--- src/rtl/sfcd_regs.vh ---
`ifndef SFCD_REGS_VH
`define SFCD_REGS_VH
`define SFCD_OP_QENTER   8'h35
`define SFCD_OP_QEXIT    8'hf5
`define SFCD_OP_FREAD    8'h0b
`define SFCD_OP_DREAD    8'hbb
`define SFCD_OP_HBERASE  8'h52
`define SFCD_OP_SUSP0    8'h75
`define SFCD_OP_SUSP1    8'hb0
`define SFCD_OP_RESUME0  8'h7a
`define SFCD_OP_RESUME1  8'h30
`define SFCD_OP_SIG      8'hab
`define SFCD_OP_MAKER    8'h90
`define SFCD_OP_FSTAT    8'h44
`define SFCD_OP_CFGRD    8'h15
`define SFCD_OP_OTPIN    8'hb1
`define SFCD_OP_OTPOUT   8'hc1
`define SFCD_OP_LOCKWR   8'h2c
`define SFCD_OP_PPROG    8'he3
`define SFCD_OP_PCLEAR   8'he4
`define SFCD_OP_FARM     8'h41
`define SFCD_OP_SECWR    8'h2f
`define SFCD_OP_SECRD    8'h2b
`define SFCD_OP_RSTARM   8'h66
`define SFCD_OP_RST      8'h99
`define SFCD_CFG_DC_LO   6
`define SFCD_CFG_DC_HI   7
`define SFCD_CFG_RST     8'h00
`define SFCD_SIG_DUMMY   8'h18
`define SFCD_MAKER_DUMMY 8'h10
`define SFCD_BITS_SPI    4'h8
`define SFCD_BITS_QPI    4'h2
`define SFCD_BITS_DIO    4'h4
`endif

--- src/rtl/sfcd_sync.v ---
`timescale 1ns/1ns
module sfcd_sync (
    // Clock and reset
    input  wire       clk_sys,
    input  wire       rstSync_n,
    // Async pins in, synced out
    input  wire [5:0] pinIn,
    output wire [5:0] pinOut
);
    reg [5:0] stage1_r;
    reg [5:0] stage2_r;
    always @(posedge clk_sys or negedge rstSync_n) begin
        if (!rstSync_n) begin
            stage1_r <= 6'h3f;
            stage2_r <= 6'h3f;
        end else begin
            stage1_r <= pinIn;
            stage2_r <= stage1_r;
        end
    end
    assign pinOut = stage2_r;
endmodule // sfcd_sync

--- src/rtl/sfcd_decoder.v ---
`timescale 1ns/1ns
`include "sfcd_regs.vh"
module sfcd_decoder (
    // System
    input  wire       clk_sys,
    input  wire       rst_n,
    // Serial link
    input  wire       sclk,
    input  wire       csLink_n,
    input  wire [3:0] sioIn,
    output reg  [3:0] sioOut,
    output reg  [3:0] sioOe,
    // Device state
    input  wire [7:0] cfgReg,
    input  wire [7:0] factoryStat,
    output reg        quadMode,
    output reg        otpMode,
    output reg        factoryArmed,
    // One-cycle command pulses, held address and data
    output reg        cmdWake,
    output reg        cmdSuspend,
    output reg        cmdResume,
    output reg        cmdErase,
    output reg        cmdLockWr,
    output reg        cmdProtProg,
    output reg        cmdProtClear,
    output reg        cmdSecWr,
    output reg        cmdSoftReset,
    output reg [31:0] cmdAddr,
    output reg [7:0]  cmdData
);
    parameter [7:0] MAKER_CODE = 8'h5a;   // Arbitrary value
    parameter [7:0] PART_CODE  = 8'h17;   // Arbitrary value
    parameter [7:0] SIG_CODE   = 8'h17;   // Arbitrary value

    // ----------------------------------------
    // Reset release and pin sync
    // ----------------------------------------
    reg  [1:0] rstPipe_r;
    wire       rstSync_n = rstPipe_r[1];
    always @(posedge clk_sys or negedge rst_n) begin
        if (!rst_n)
            rstPipe_r <= 2'h0;
        else
            rstPipe_r <= {rstPipe_r[0], 1'b1};
    end

    wire [5:0] pinSync;
    sfcd_sync uSync (
        .clk_sys   (clk_sys),
        .rstSync_n (rstSync_n),
        .pinIn     ({sclk, csLink_n, sioIn}),
        .pinOut    (pinSync)
    );
    wire       sclkS = pinSync[5];
    wire       csS_n = pinSync[4];
    wire [3:0] sioS  = pinSync[3:0];

    reg  sclkD_r;
    reg  csD_r;
    wire sclkRise = sclkS & ~sclkD_r;
    wire sclkFall = ~sclkS & sclkD_r;
    wire csRise   = csS_n & ~csD_r;
    wire csFall   = ~csS_n & csD_r;

    // ----------------------------------------
    // Frame state
    // ----------------------------------------
    localparam [5:0] ST_OP    = 6'h01;
    localparam [5:0] ST_ADDR  = 6'h02;
    localparam [5:0] ST_DUMMY = 6'h04;
    localparam [5:0] ST_DIN   = 6'h08;
    localparam [5:0] ST_DOUT  = 6'h10;
    localparam [5:0] ST_IGN   = 6'h20;

    reg [5:0]  state_r;
    reg [7:0]  opcode_r;
    reg [7:0]  shift_r;
    reg [3:0]  bitCnt_r;
    reg [2:0]  addrLeft_r;
    reg [7:0]  dummyLeft_r;
    reg [7:0]  outByte_r;
    reg [2:0]  outCnt_r;
    reg        idSel_r;
    reg        boundary_r;
    reg        rstArmed_r;
    reg        prevArm_r;
    reg        dualAddr_r;

    // Beats per byte: single line 8, dual 4, quad 2
    wire       dualBeat    = dualAddr_r && state_r != ST_OP;
    wire [3:0] bitsPerByte = quadMode ? `SFCD_BITS_QPI :
                             dualBeat ? `SFCD_BITS_DIO : `SFCD_BITS_SPI;
    wire [7:0] shiftNxt    = quadMode ? {shift_r[3:0], sioS} :
                             dualBeat ? {shift_r[5:0], sioS[1:0]} :
                             {shift_r[6:0], sioS[0]};
    wire       byteDone    = (bitCnt_r == bitsPerByte - 4'h1);
    wire [1:0] dcSel       = {cfgReg[`SFCD_CFG_DC_HI], cfgReg[`SFCD_CFG_DC_LO]};

    // Fast read dummy count from config
    function [7:0] fastDummy;
        input [1:0] sel;
        input       dual;
        begin
            case (sel)
                2'h0:    fastDummy = dual ? 8'h04 : 8'h08;
                2'h1:    fastDummy = 8'h06;
                2'h2:    fastDummy = 8'h08;
                default: fastDummy = 8'h0a;
            endcase
        end
    endfunction

    // Opcode legal in current mode
    function legalOp;
        input [7:0] op;
        input       quad;
        begin
            case (op)
                `SFCD_OP_QENTER, `SFCD_OP_DREAD, `SFCD_OP_LOCKWR,
                `SFCD_OP_PPROG, `SFCD_OP_PCLEAR:
                    legalOp = ~quad;
                `SFCD_OP_QEXIT:
                    legalOp = quad;
                `SFCD_OP_FREAD, `SFCD_OP_HBERASE, `SFCD_OP_SUSP0, `SFCD_OP_SUSP1,
                `SFCD_OP_RESUME0, `SFCD_OP_RESUME1, `SFCD_OP_SIG, `SFCD_OP_MAKER,
                `SFCD_OP_FSTAT, `SFCD_OP_CFGRD, `SFCD_OP_OTPIN, `SFCD_OP_OTPOUT,
                `SFCD_OP_FARM, `SFCD_OP_SECWR, `SFCD_OP_SECRD, `SFCD_OP_RSTARM,
                `SFCD_OP_RST:
                    legalOp = 1'b1;
                default:
                    legalOp = 1'b0;
            endcase
        end
    endfunction

    // ----------------------------------------
    // Main sequencer
    // ----------------------------------------
    always @(posedge clk_sys or negedge rstSync_n) begin
        if (!rstSync_n) begin
            sclkD_r      <= 1'b1;
            csD_r        <= 1'b1;
            state_r      <= ST_OP;
            opcode_r     <= 8'h00;
            shift_r      <= 8'h00;
            bitCnt_r     <= 4'h0;
            addrLeft_r   <= 3'h0;
            dummyLeft_r  <= 8'h00;
            outByte_r    <= 8'h00;
            outCnt_r     <= 3'h0;
            idSel_r      <= 1'b0;
            boundary_r   <= 1'b0;
            rstArmed_r   <= 1'b0;
            prevArm_r    <= 1'b0;
            dualAddr_r   <= 1'b0;
            sioOut       <= 4'h0;
            sioOe        <= 4'h0;
            quadMode     <= 1'b0;
            otpMode      <= 1'b0;
            factoryArmed <= 1'b0;
            cmdWake      <= 1'b0;
            cmdSuspend   <= 1'b0;
            cmdResume    <= 1'b0;
            cmdErase     <= 1'b0;
            cmdLockWr    <= 1'b0;
            cmdProtProg  <= 1'b0;
            cmdProtClear <= 1'b0;
            cmdSecWr     <= 1'b0;
            cmdSoftReset <= 1'b0;
            cmdAddr      <= 32'h0;
            cmdData      <= 8'h00;
        end else begin
            sclkD_r      <= sclkS;
            csD_r        <= csS_n;
            cmdWake      <= 1'b0;
            cmdSuspend   <= 1'b0;
            cmdResume    <= 1'b0;
            cmdErase     <= 1'b0;
            cmdLockWr    <= 1'b0;
            cmdProtProg  <= 1'b0;
            cmdProtClear <= 1'b0;
            cmdSecWr     <= 1'b0;
            cmdSoftReset <= 1'b0;
            if (csFall || csS_n) begin
                state_r    <= ST_OP;
                bitCnt_r   <= 4'h0;
                boundary_r <= 1'b0;
                sioOe      <= 4'h0;
            end
            // Commands execute only at frame end on a byte edge
            if (csRise && boundary_r && state_r != ST_IGN) begin
                prevArm_r <= 1'b0;
                case (opcode_r)
                    `SFCD_OP_QENTER:  quadMode <= 1'b1;
                    `SFCD_OP_QEXIT:   quadMode <= 1'b0;
                    `SFCD_OP_HBERASE: if (addrLeft_r == 3'h0 && state_r == ST_OP)
                                          cmdErase <= 1'b1;
                    `SFCD_OP_SUSP0, `SFCD_OP_SUSP1:
                        cmdSuspend <= 1'b1;
                    `SFCD_OP_RESUME0, `SFCD_OP_RESUME1:
                        cmdResume <= 1'b1;
                    `SFCD_OP_SIG:     if (state_r == ST_DUMMY &&
                                          dummyLeft_r == `SFCD_SIG_DUMMY)
                                          cmdWake <= 1'b1;
                    `SFCD_OP_OTPIN:   otpMode <= 1'b1;
                    `SFCD_OP_OTPOUT:  otpMode <= 1'b0;
                    `SFCD_OP_LOCKWR:  if (state_r == ST_OP)
                                          cmdLockWr <= 1'b1;
                    `SFCD_OP_PPROG:   if (addrLeft_r == 3'h0 && state_r == ST_OP)
                                          cmdProtProg <= 1'b1;
                    `SFCD_OP_PCLEAR:  cmdProtClear <= 1'b1;
                    `SFCD_OP_FARM:    factoryArmed <= 1'b1;
                    `SFCD_OP_SECWR:   cmdSecWr <= 1'b1;
                    `SFCD_OP_RSTARM:  prevArm_r <= 1'b1;
                    `SFCD_OP_RST:     if (prevArm_r) begin
                                          cmdSoftReset <= 1'b1;
                                          quadMode     <= 1'b0;
                                          otpMode      <= 1'b0;
                                          factoryArmed <= 1'b0;
                                      end
                    default:          ;
                endcase
                if (opcode_r == `SFCD_OP_HBERASE && addrLeft_r == 3'h0)
                    factoryArmed <= 1'b0;
            end else if (csRise) begin
                prevArm_r <= 1'b0;
            end
            if (!csS_n && sclkRise) begin
                shift_r    <= shiftNxt;
                bitCnt_r   <= byteDone ? 4'h0 : bitCnt_r + 4'h1;
                boundary_r <= byteDone;
                case (state_r)
                    ST_OP: if (byteDone && bitCnt_r != 4'hf) begin
                        opcode_r <= shiftNxt;
                        if (!legalOp(shiftNxt, quadMode)) begin
                            state_r <= ST_IGN;
                        end else begin
                            addrLeft_r  <= 3'h0;
                            dummyLeft_r <= 8'h00;
                            dualAddr_r  <= 1'b0;
                            case (shiftNxt)
                                `SFCD_OP_FREAD: begin
                                    state_r     <= ST_ADDR;
                                    addrLeft_r  <= 3'h3;
                                    dummyLeft_r <= fastDummy(dcSel, 1'b0);
                                end
                                `SFCD_OP_DREAD: begin
                                    state_r     <= ST_ADDR;
                                    addrLeft_r  <= 3'h3;
                                    dualAddr_r  <= 1'b1;
                                    dummyLeft_r <= fastDummy(dcSel, 1'b1);
                                end
                                `SFCD_OP_HBERASE: begin
                                    state_r    <= ST_ADDR;
                                    addrLeft_r <= 3'h3;
                                end
                                `SFCD_OP_PPROG: begin
                                    state_r    <= ST_ADDR;
                                    addrLeft_r <= 3'h4;
                                end
                                `SFCD_OP_SIG: begin
                                    state_r     <= ST_DUMMY;
                                    dummyLeft_r <= `SFCD_SIG_DUMMY;
                                end
                                `SFCD_OP_MAKER: begin
                                    state_r    <= ST_ADDR;
                                    addrLeft_r <= 3'h3;
                                end
                                `SFCD_OP_FSTAT: begin
                                    state_r   <= ST_DOUT;
                                    outByte_r <= factoryStat;
                                    outCnt_r  <= 3'h0;
                                end
                                `SFCD_OP_CFGRD: begin
                                    state_r   <= ST_DOUT;
                                    outByte_r <= cfgReg;
                                    outCnt_r  <= 3'h0;
                                end
                                `SFCD_OP_LOCKWR: state_r <= ST_DIN;
                                default: state_r <= ST_OP;
                            endcase
                            if (shiftNxt != `SFCD_OP_HBERASE &&
                                shiftNxt != `SFCD_OP_PPROG &&
                                shiftNxt != `SFCD_OP_LOCKWR &&
                                shiftNxt != `SFCD_OP_FREAD &&
                                shiftNxt != `SFCD_OP_DREAD &&
                                shiftNxt != `SFCD_OP_SIG &&
                                shiftNxt != `SFCD_OP_MAKER &&
                                shiftNxt != `SFCD_OP_FSTAT &&
                                shiftNxt != `SFCD_OP_CFGRD)
                                bitCnt_r <= 4'hf;                  // Extra clocks void
                        end
                    end else if (bitCnt_r == 4'hf) begin
                        bitCnt_r   <= 4'hf;
                        boundary_r <= 1'b0;
                    end
                    ST_ADDR: if (byteDone) begin
                        if (opcode_r != `SFCD_OP_MAKER)
                            cmdAddr <= {cmdAddr[23:0], shiftNxt};
                        addrLeft_r <= addrLeft_r - 3'h1;
                        if (addrLeft_r == 3'h1)
                            state_r <= (dummyLeft_r != 8'h00) ? ST_DUMMY : ST_OP;
                        if (addrLeft_r == 3'h1 && opcode_r == `SFCD_OP_MAKER) begin
                            state_r   <= ST_DOUT;
                            idSel_r   <= shiftNxt[0];
                            outCnt_r  <= 3'h0;
                            outByte_r <= shiftNxt[0] ? PART_CODE : MAKER_CODE;
                        end
                    end
                    ST_DUMMY: begin
                        // Dummy counts clock beats, not bytes
                        bitCnt_r    <= 4'h0;
                        dummyLeft_r <= dummyLeft_r - 8'h01;
                        if (dummyLeft_r == 8'h01) begin
                            state_r  <= ST_DOUT;
                            outCnt_r <= 3'h0;
                            case (opcode_r)
                                `SFCD_OP_SIG:   outByte_r <= SIG_CODE;
                                default:        outByte_r <= 8'h00;
                            endcase
                        end
                    end
                    ST_DIN: if (byteDone) begin
                        cmdData <= shiftNxt;
                        state_r <= ST_OP;
                    end
                    default: ;
                endcase
            end
            // Output shifts on falling edge
            if (!csS_n && sclkFall && state_r == ST_DOUT) begin
                sioOe <= quadMode ? 4'hf : (dualAddr_r ? 4'h3 : 4'h2);
                if (quadMode) begin
                    sioOut   <= outByte_r[7:4];
                    outByte_r <= {outByte_r[3:0], 4'h0};
                end else if (dualAddr_r) begin
                    sioOut    <= {2'h0, outByte_r[7:6]};
                    outByte_r <= {outByte_r[5:0], 2'h0};
                end else begin
                    sioOut   <= {2'h0, outByte_r[7], 1'b0};
                    outByte_r <= {outByte_r[6:0], 1'b0};
                end
                outCnt_r <= outCnt_r + 3'h1;
                if ((quadMode && outCnt_r[0]) || (dualAddr_r && outCnt_r[1:0] == 2'h3) ||
                    (!quadMode && !dualAddr_r && outCnt_r == 3'h7)) begin
                    outCnt_r <= 3'h0;
                    idSel_r  <= ~idSel_r;
                    case (opcode_r)
                        `SFCD_OP_MAKER: outByte_r <= idSel_r ? MAKER_CODE : PART_CODE;
                        `SFCD_OP_SIG:   outByte_r <= SIG_CODE;
                        `SFCD_OP_FSTAT: outByte_r <= factoryStat;
                        `SFCD_OP_CFGRD: outByte_r <= cfgReg;
                        default:        outByte_r <= 8'h00;
                    endcase
                end
            end
        end
    end
endmodule // sfcd_decoder

--- config.mk ---
export PLATFORM = sky130hd
export DESIGN_NAME = sfcd_decoder
export DESIGN_NICKNAME = d
export VERILOG_FILES = /design/src/rtl/sfcd_sync.v /design/src/rtl/sfcd_decoder.v
export VERILOG_INCLUDE_DIRS = /design/src /design/src/rtl
export SDC_FILE = /design/constraint.sdc
export NUM_CORES = 1
export LEC_CHECK = 0
export BUFFER_PORTS_ARGS = -buffer_cell sky130_fd_sc_hd__buf_2
export CELL_PAD_IN_SITES_DETAIL_PLACEMENT = 0
export CELL_PAD_IN_SITES_GLOBAL_PLACEMENT = 1
export CORE_UTILIZATION = 39
export CTS_CLUSTER_DIAMETER = 100
export DETAILED_ROUTE_END_ITERATION = 8
export PLACE_DENSITY = 0.76
export SLEW_MARGIN = 10
export SYNTH_ARGS = -nofsm -noshare
export SYNTH_HDL_FRONTEND = slang
export SYNTH_SLANG_ARGS = --single-unit
--- constraint.sdc ---
create_clock -name clk_sys -period 4 [get_ports clk_sys]
set_clock_uncertainty 0.1 [all_clocks]
set_input_delay 0.2 -clock clk_sys [delete_from_list [all_inputs] [get_ports clk_sys]]
set_output_delay 0.2 -clock clk_sys [all_outputs]
set_load 0.05 [all_outputs]
==> results <==
- Measured along the y axis, the die boundary spans between 100 and 150 um.
- In this run the power density over the cells is approximately 400 nW/um^2.
- The final hold violation count is 0.
- Counting flops and latches in the post-synthesis netlist gives 126.
- The clock reaches the later pin of the worst-skew pair after approximately 0.43 ns.
- The number of buffers created by CTS is 17.
- The congestion estimate from routability-driven global placement came to approximately 0.9.
- Adding up every negative setup slack in the final design gives 0 ns.
- The total die area is 17870 um^2.
- The core area is 16760 um^2.
- sky130_fd_sc_hd__dfrtp_1 takes more of the synthesized area than any other cell.
- For the pin with the worst max-slew slack, the measured transition is approximately 0.67 ns.
- The run finished with clean final reports.
- The largest fanout on the critical path is 7.
- The library cell with the highest instance count after synthesis is sky130_fd_sc_hd__dfrtp_1.
- The post-synthesis instance total is approximately 730.
- The effective utilization at floorplan is 0.4036.
- After clock tree synthesis, the clock-pin slew on the worst setup and hold paths is around 0.06 ns.
- In the global route stage, overall resource usage came out at 0.2281.
- Entering global routing, the biggest net connects roughly 130 pins.
- TritonCTS built the clock tree.
- After synthesis, the cell types taking the most area are sky130_fd_sc_hd__dfrtp_1 41%, sky130_fd_sc_hd__dfstp_2 5.8%, sky130_fd_sc_hd__mux2_2 5.3%.
- Input and output buffers added on the ports amount to 83.
- The post-CTS repair timing setup buffer count is 0.
- The number of routed nets with antenna violations is 0.
- Data arrives at the worst endpoint at around 4.0 ns.
- STA classifies the critical path startpoint as a register.
- Dividing the final minimum period by the clock period gives 0.9410.
- The start-to-end type of the worst setup path is reg2reg.
- The area of the mapped netlist is around 6800 um^2.
- The routed design could run at a clock period as short as approximately 3.8 ns.
- The share of post-route cells with drive strength above 1 is 0.2619.
- The data required time at the worst endpoint is roughly 4.2 ns.
- The H-tree generated during clock tree synthesis spans 4 levels.
- The number of global-route vias before repair is 5911.
- The area growth from synthesis to layout is 22.60%.
- The final layout contains 879 nets.
- The worst-case IR drop observed on VDD is slightly below 0.3 mV.
- The buffer depth of the longest clock path is 2.
- The number of setup violations in the final report is 0.
- The Yosys warning count is 0.
- The mean instance size in the synthesized netlist is around 9.2 um^2.
- In this run, the number of DRC markers left after iteration 0 of detailed routing was 600.
- In the routed layout, each cell is associated on average with a via count of 5.760.
- The top-area cell type share of the netlist area is 0.4107.
- The routed design has ~20000 um of wire.
- The number of filler instances in the final layout is 1593.
- The overall die width is 133.7 um.
- The half-perimeter wire length of the detailed placement result is 13900 um.
- For this run, design rule violations remaining after detail routing come to 0.
- The antenna diode count is 0.
- The normalized max-slew margin is 0.5545.
- The master cell of the clock root buffer is sky130_fd_sc_hd__clkbuf_16.
- The post-synthesis sequential area ratio is 0.4689.
- The vias after detailed routing is approximately 6200.
- Setup repair after global routing left no endpoint under its margin.
- The number of antenna violations at the first check in global routing was 0.
- The number of synthesized flops with an enable pin is 0.
- The endpoint kind of the worst setup timing path is a register.
- The initialized floorplan defines 47 standard-cell rows.
- between 80 and 90 I/O pins were placed.
- The fraction of registers with async set or reset after synthesis is 1.000.
- The first global-routing pass estimated 31460 um of wire.
- The power after layout is about 3300 uW.
- The leading register cell type out of synthesis is sky130_fd_sc_hd__dfrtp_1.
- The number of detailed-routing iterations run before antenna repair is 5.
- The top achievable clock speed is 265.7 MHz.
- The synthesized netlist net count is 766.
- For this design, the sink count on the clock tree is approximately 130.
- The number of distinct library cell variants in the gate-level netlist after synthesis is 69.
- Across the run, the number of max-cap violations was 0.
- The worst min-delay path class is in2reg.
- The leakage power is 0.003855 uW.
- Sorting the synthesized cells by how often they occur yields 111 x sky130_fd_sc_hd__dfrtp_1, 88 x sky130_fd_sc_hd__nand2_1, 70 x sky130_fd_sc_hd__o21ai_0.
- The number of slew-limit violations in the final report came to 0.
- The average detailed-routed wire length per instance is about 18 um.
- Global routing finished with a remaining overflow of 0.
[layout by cell type (no fill, tap or decap), types with 8 or more instances in the layout]
cell type	synthesis	routed
sky130_fd_sc_hd__dlygate4sd3_1	0	8
sky130_fd_sc_hd__nand2_1	88	88
sky130_fd_sc_hd__clkbuf_16	0	17
sky130_fd_sc_hd__nor2_1	62	62
sky130_fd_sc_hd__inv_1	13	13
sky130_fd_sc_hd__nand3_1	34	34
sky130_fd_sc_hd__o21ai_0	70	70
sky130_fd_sc_hd__ha_1	9	9
sky130_fd_sc_hd__nor3_1	34	34
sky130_fd_sc_hd__buf_2	5	83
sky130_fd_sc_hd__nor2b_1	10	10
sky130_fd_sc_hd__buf_4	1	43
sky130_fd_sc_hd__a21oi_1	31	31
sky130_fd_sc_hd__nand2b_1	13	13
sky130_fd_sc_hd__or3_1	8	8
sky130_fd_sc_hd__mux2i_1	12	12
sky130_fd_sc_hd__mux2_2	32	32
sky130_fd_sc_hd__dfrtp_1	111	110
sky130_fd_sc_hd__dfstp_2	15	15
sky130_fd_sc_hd__a31oi_1	10	10
sky130_fd_sc_hd__nor4_1	12	11
[critical path: stages, from the launching register on]
cell,delay [ns]
sky130_fd_sc_hd__dfrtp_1,0.38
sky130_fd_sc_hd__or4_1,0.67
sky130_fd_sc_hd__mux2_4,0.36
sky130_fd_sc_hd__or3_1,0.32
sky130_fd_sc_hd__or3_1,0.38
sky130_fd_sc_hd__a211o_1,0.33
sky130_fd_sc_hd__o21ai_1,0.14
sky130_fd_sc_hd__nor3b_4,0.35
sky130_fd_sc_hd__o21ai_0,0.16
sky130_fd_sc_hd__a222oi_1,0.37
sky130_fd_sc_hd__nor2_1,0.08
[layer usage]
metal | vias to the layer above | global-route usage | share of wire
met2 | 215 | 0.3556 | 0.46
met4 | 0 | 0.06376 | 0.015
li1 | 2930 | - | -
met3 | 28 | 0.05518 | 0.062
met5 | - | 0 | 0
met1 | 3042 | 0.3149 | 0.46
[where the power goes]
| group | switching, uW | internal, uW | leakage (uW) | total, uW |
|---|---|---|---|---|
| sequential | 45.7 | 1310 | 0.00164 | 1360 |
| clock | 667 | 824 | 0.000274 | 1490 |
| combinational | 263 | 180 | 0.00194 | 444 |
[final timing paths]
| path | from | end | slack, ns | cells past startpoint |
|---|---|---|---|---|
| setup / recovery | state_r[3] | outByte_r[5] | 0.24 | 10 |
| setup reg to reg | state_r[3] | outByte_r[5] | 0.24 | 10 |
| hold / removal | factoryStat[7] | outByte_r[7] | 0.07 | 4 |
| max in group asynchronous | rstPipe_r[1] | outByte_r[4] | 2.99 | 1 |
| min in group asynchronous | rstPipe_r[1] | shift_r[5] | 0.33 | 1 |
| hold reg to reg | uSync.stage1_r[2] | uSync.pinOut[2] | 0.26 | 0 |
[sequential cells by signal, indices dropped and copies added, names as in the netlist, 2 cells and up]
name,count
uSync.stage1_r,6
addrLeft_r,3
rstPipe_r,2
sioOe,3
dummyLeft_r,8
state_r,6
cmdAddr,32
shift_r,7
outCnt_r,3
cmdData,8
outByte_r,8
uSync.pinOut,6
sioOut,4
bitCnt_r,4
opcode_r,8
[through the flow]
step                      setup WS, ns  instances  instance area [um^2]  hold slack, ns  utilization
after floorplan                 0.1559        733                  6764         -0.1956            -
after global placement          0.3138       1039                  7637         -0.1155       0.4557
after detailed placement        0.2556       1039                  7637         -0.1137       0.4557
after CTS                       0.2137       1079                  8287         0.05490       0.4944
after global routing           0.01291       1079                  8293         0.09194       0.4948
final                           0.2359       1079                  8293         0.07105       0.4948
[kinds of logic (layout without fill, tap and decap cells)]
| kind of cell | count (synthesis) | in the layout | synth area share |
|---|---|---|---|
| compound gates | 196 | 196 | 0.1900 |
| flops | 126 | 126 | 0.4689 |
| buf+inv | 54 | 180 | 0.03145 |
| mux | 45 | 45 | 0.07325 |
| fa+ha+maj | 9 | 9 | 0.01665 |
| other cells | 1 | 1 | 0.0005544 |
| xor+xnor | 2 | 2 | 0.002590 |
| simple gates | 300 | 300 | 0.2166 |
[area by class of cell]
type	count	area, um^2	area share
repair buffers	135	838.3	0.1011
multi-input cells	553	3386	0.4083
clock buffers	17	425.4	0.05130
clock inverters	15	143.9	0.01735
inverters	13	48.80	0.005884
flip-flops and latches	126	3176	0.3829
well taps	220	275.3	0.03319
[what timing repair did]
action | 4_1_cts | 5_1_grt
hold endpoints to repair | 8 | 0
resized for setup | 0 | 1
hold buffers | 8 | 0
setup endpoints to repair | 0 | 5
Power figures use the tool's default switching activity.
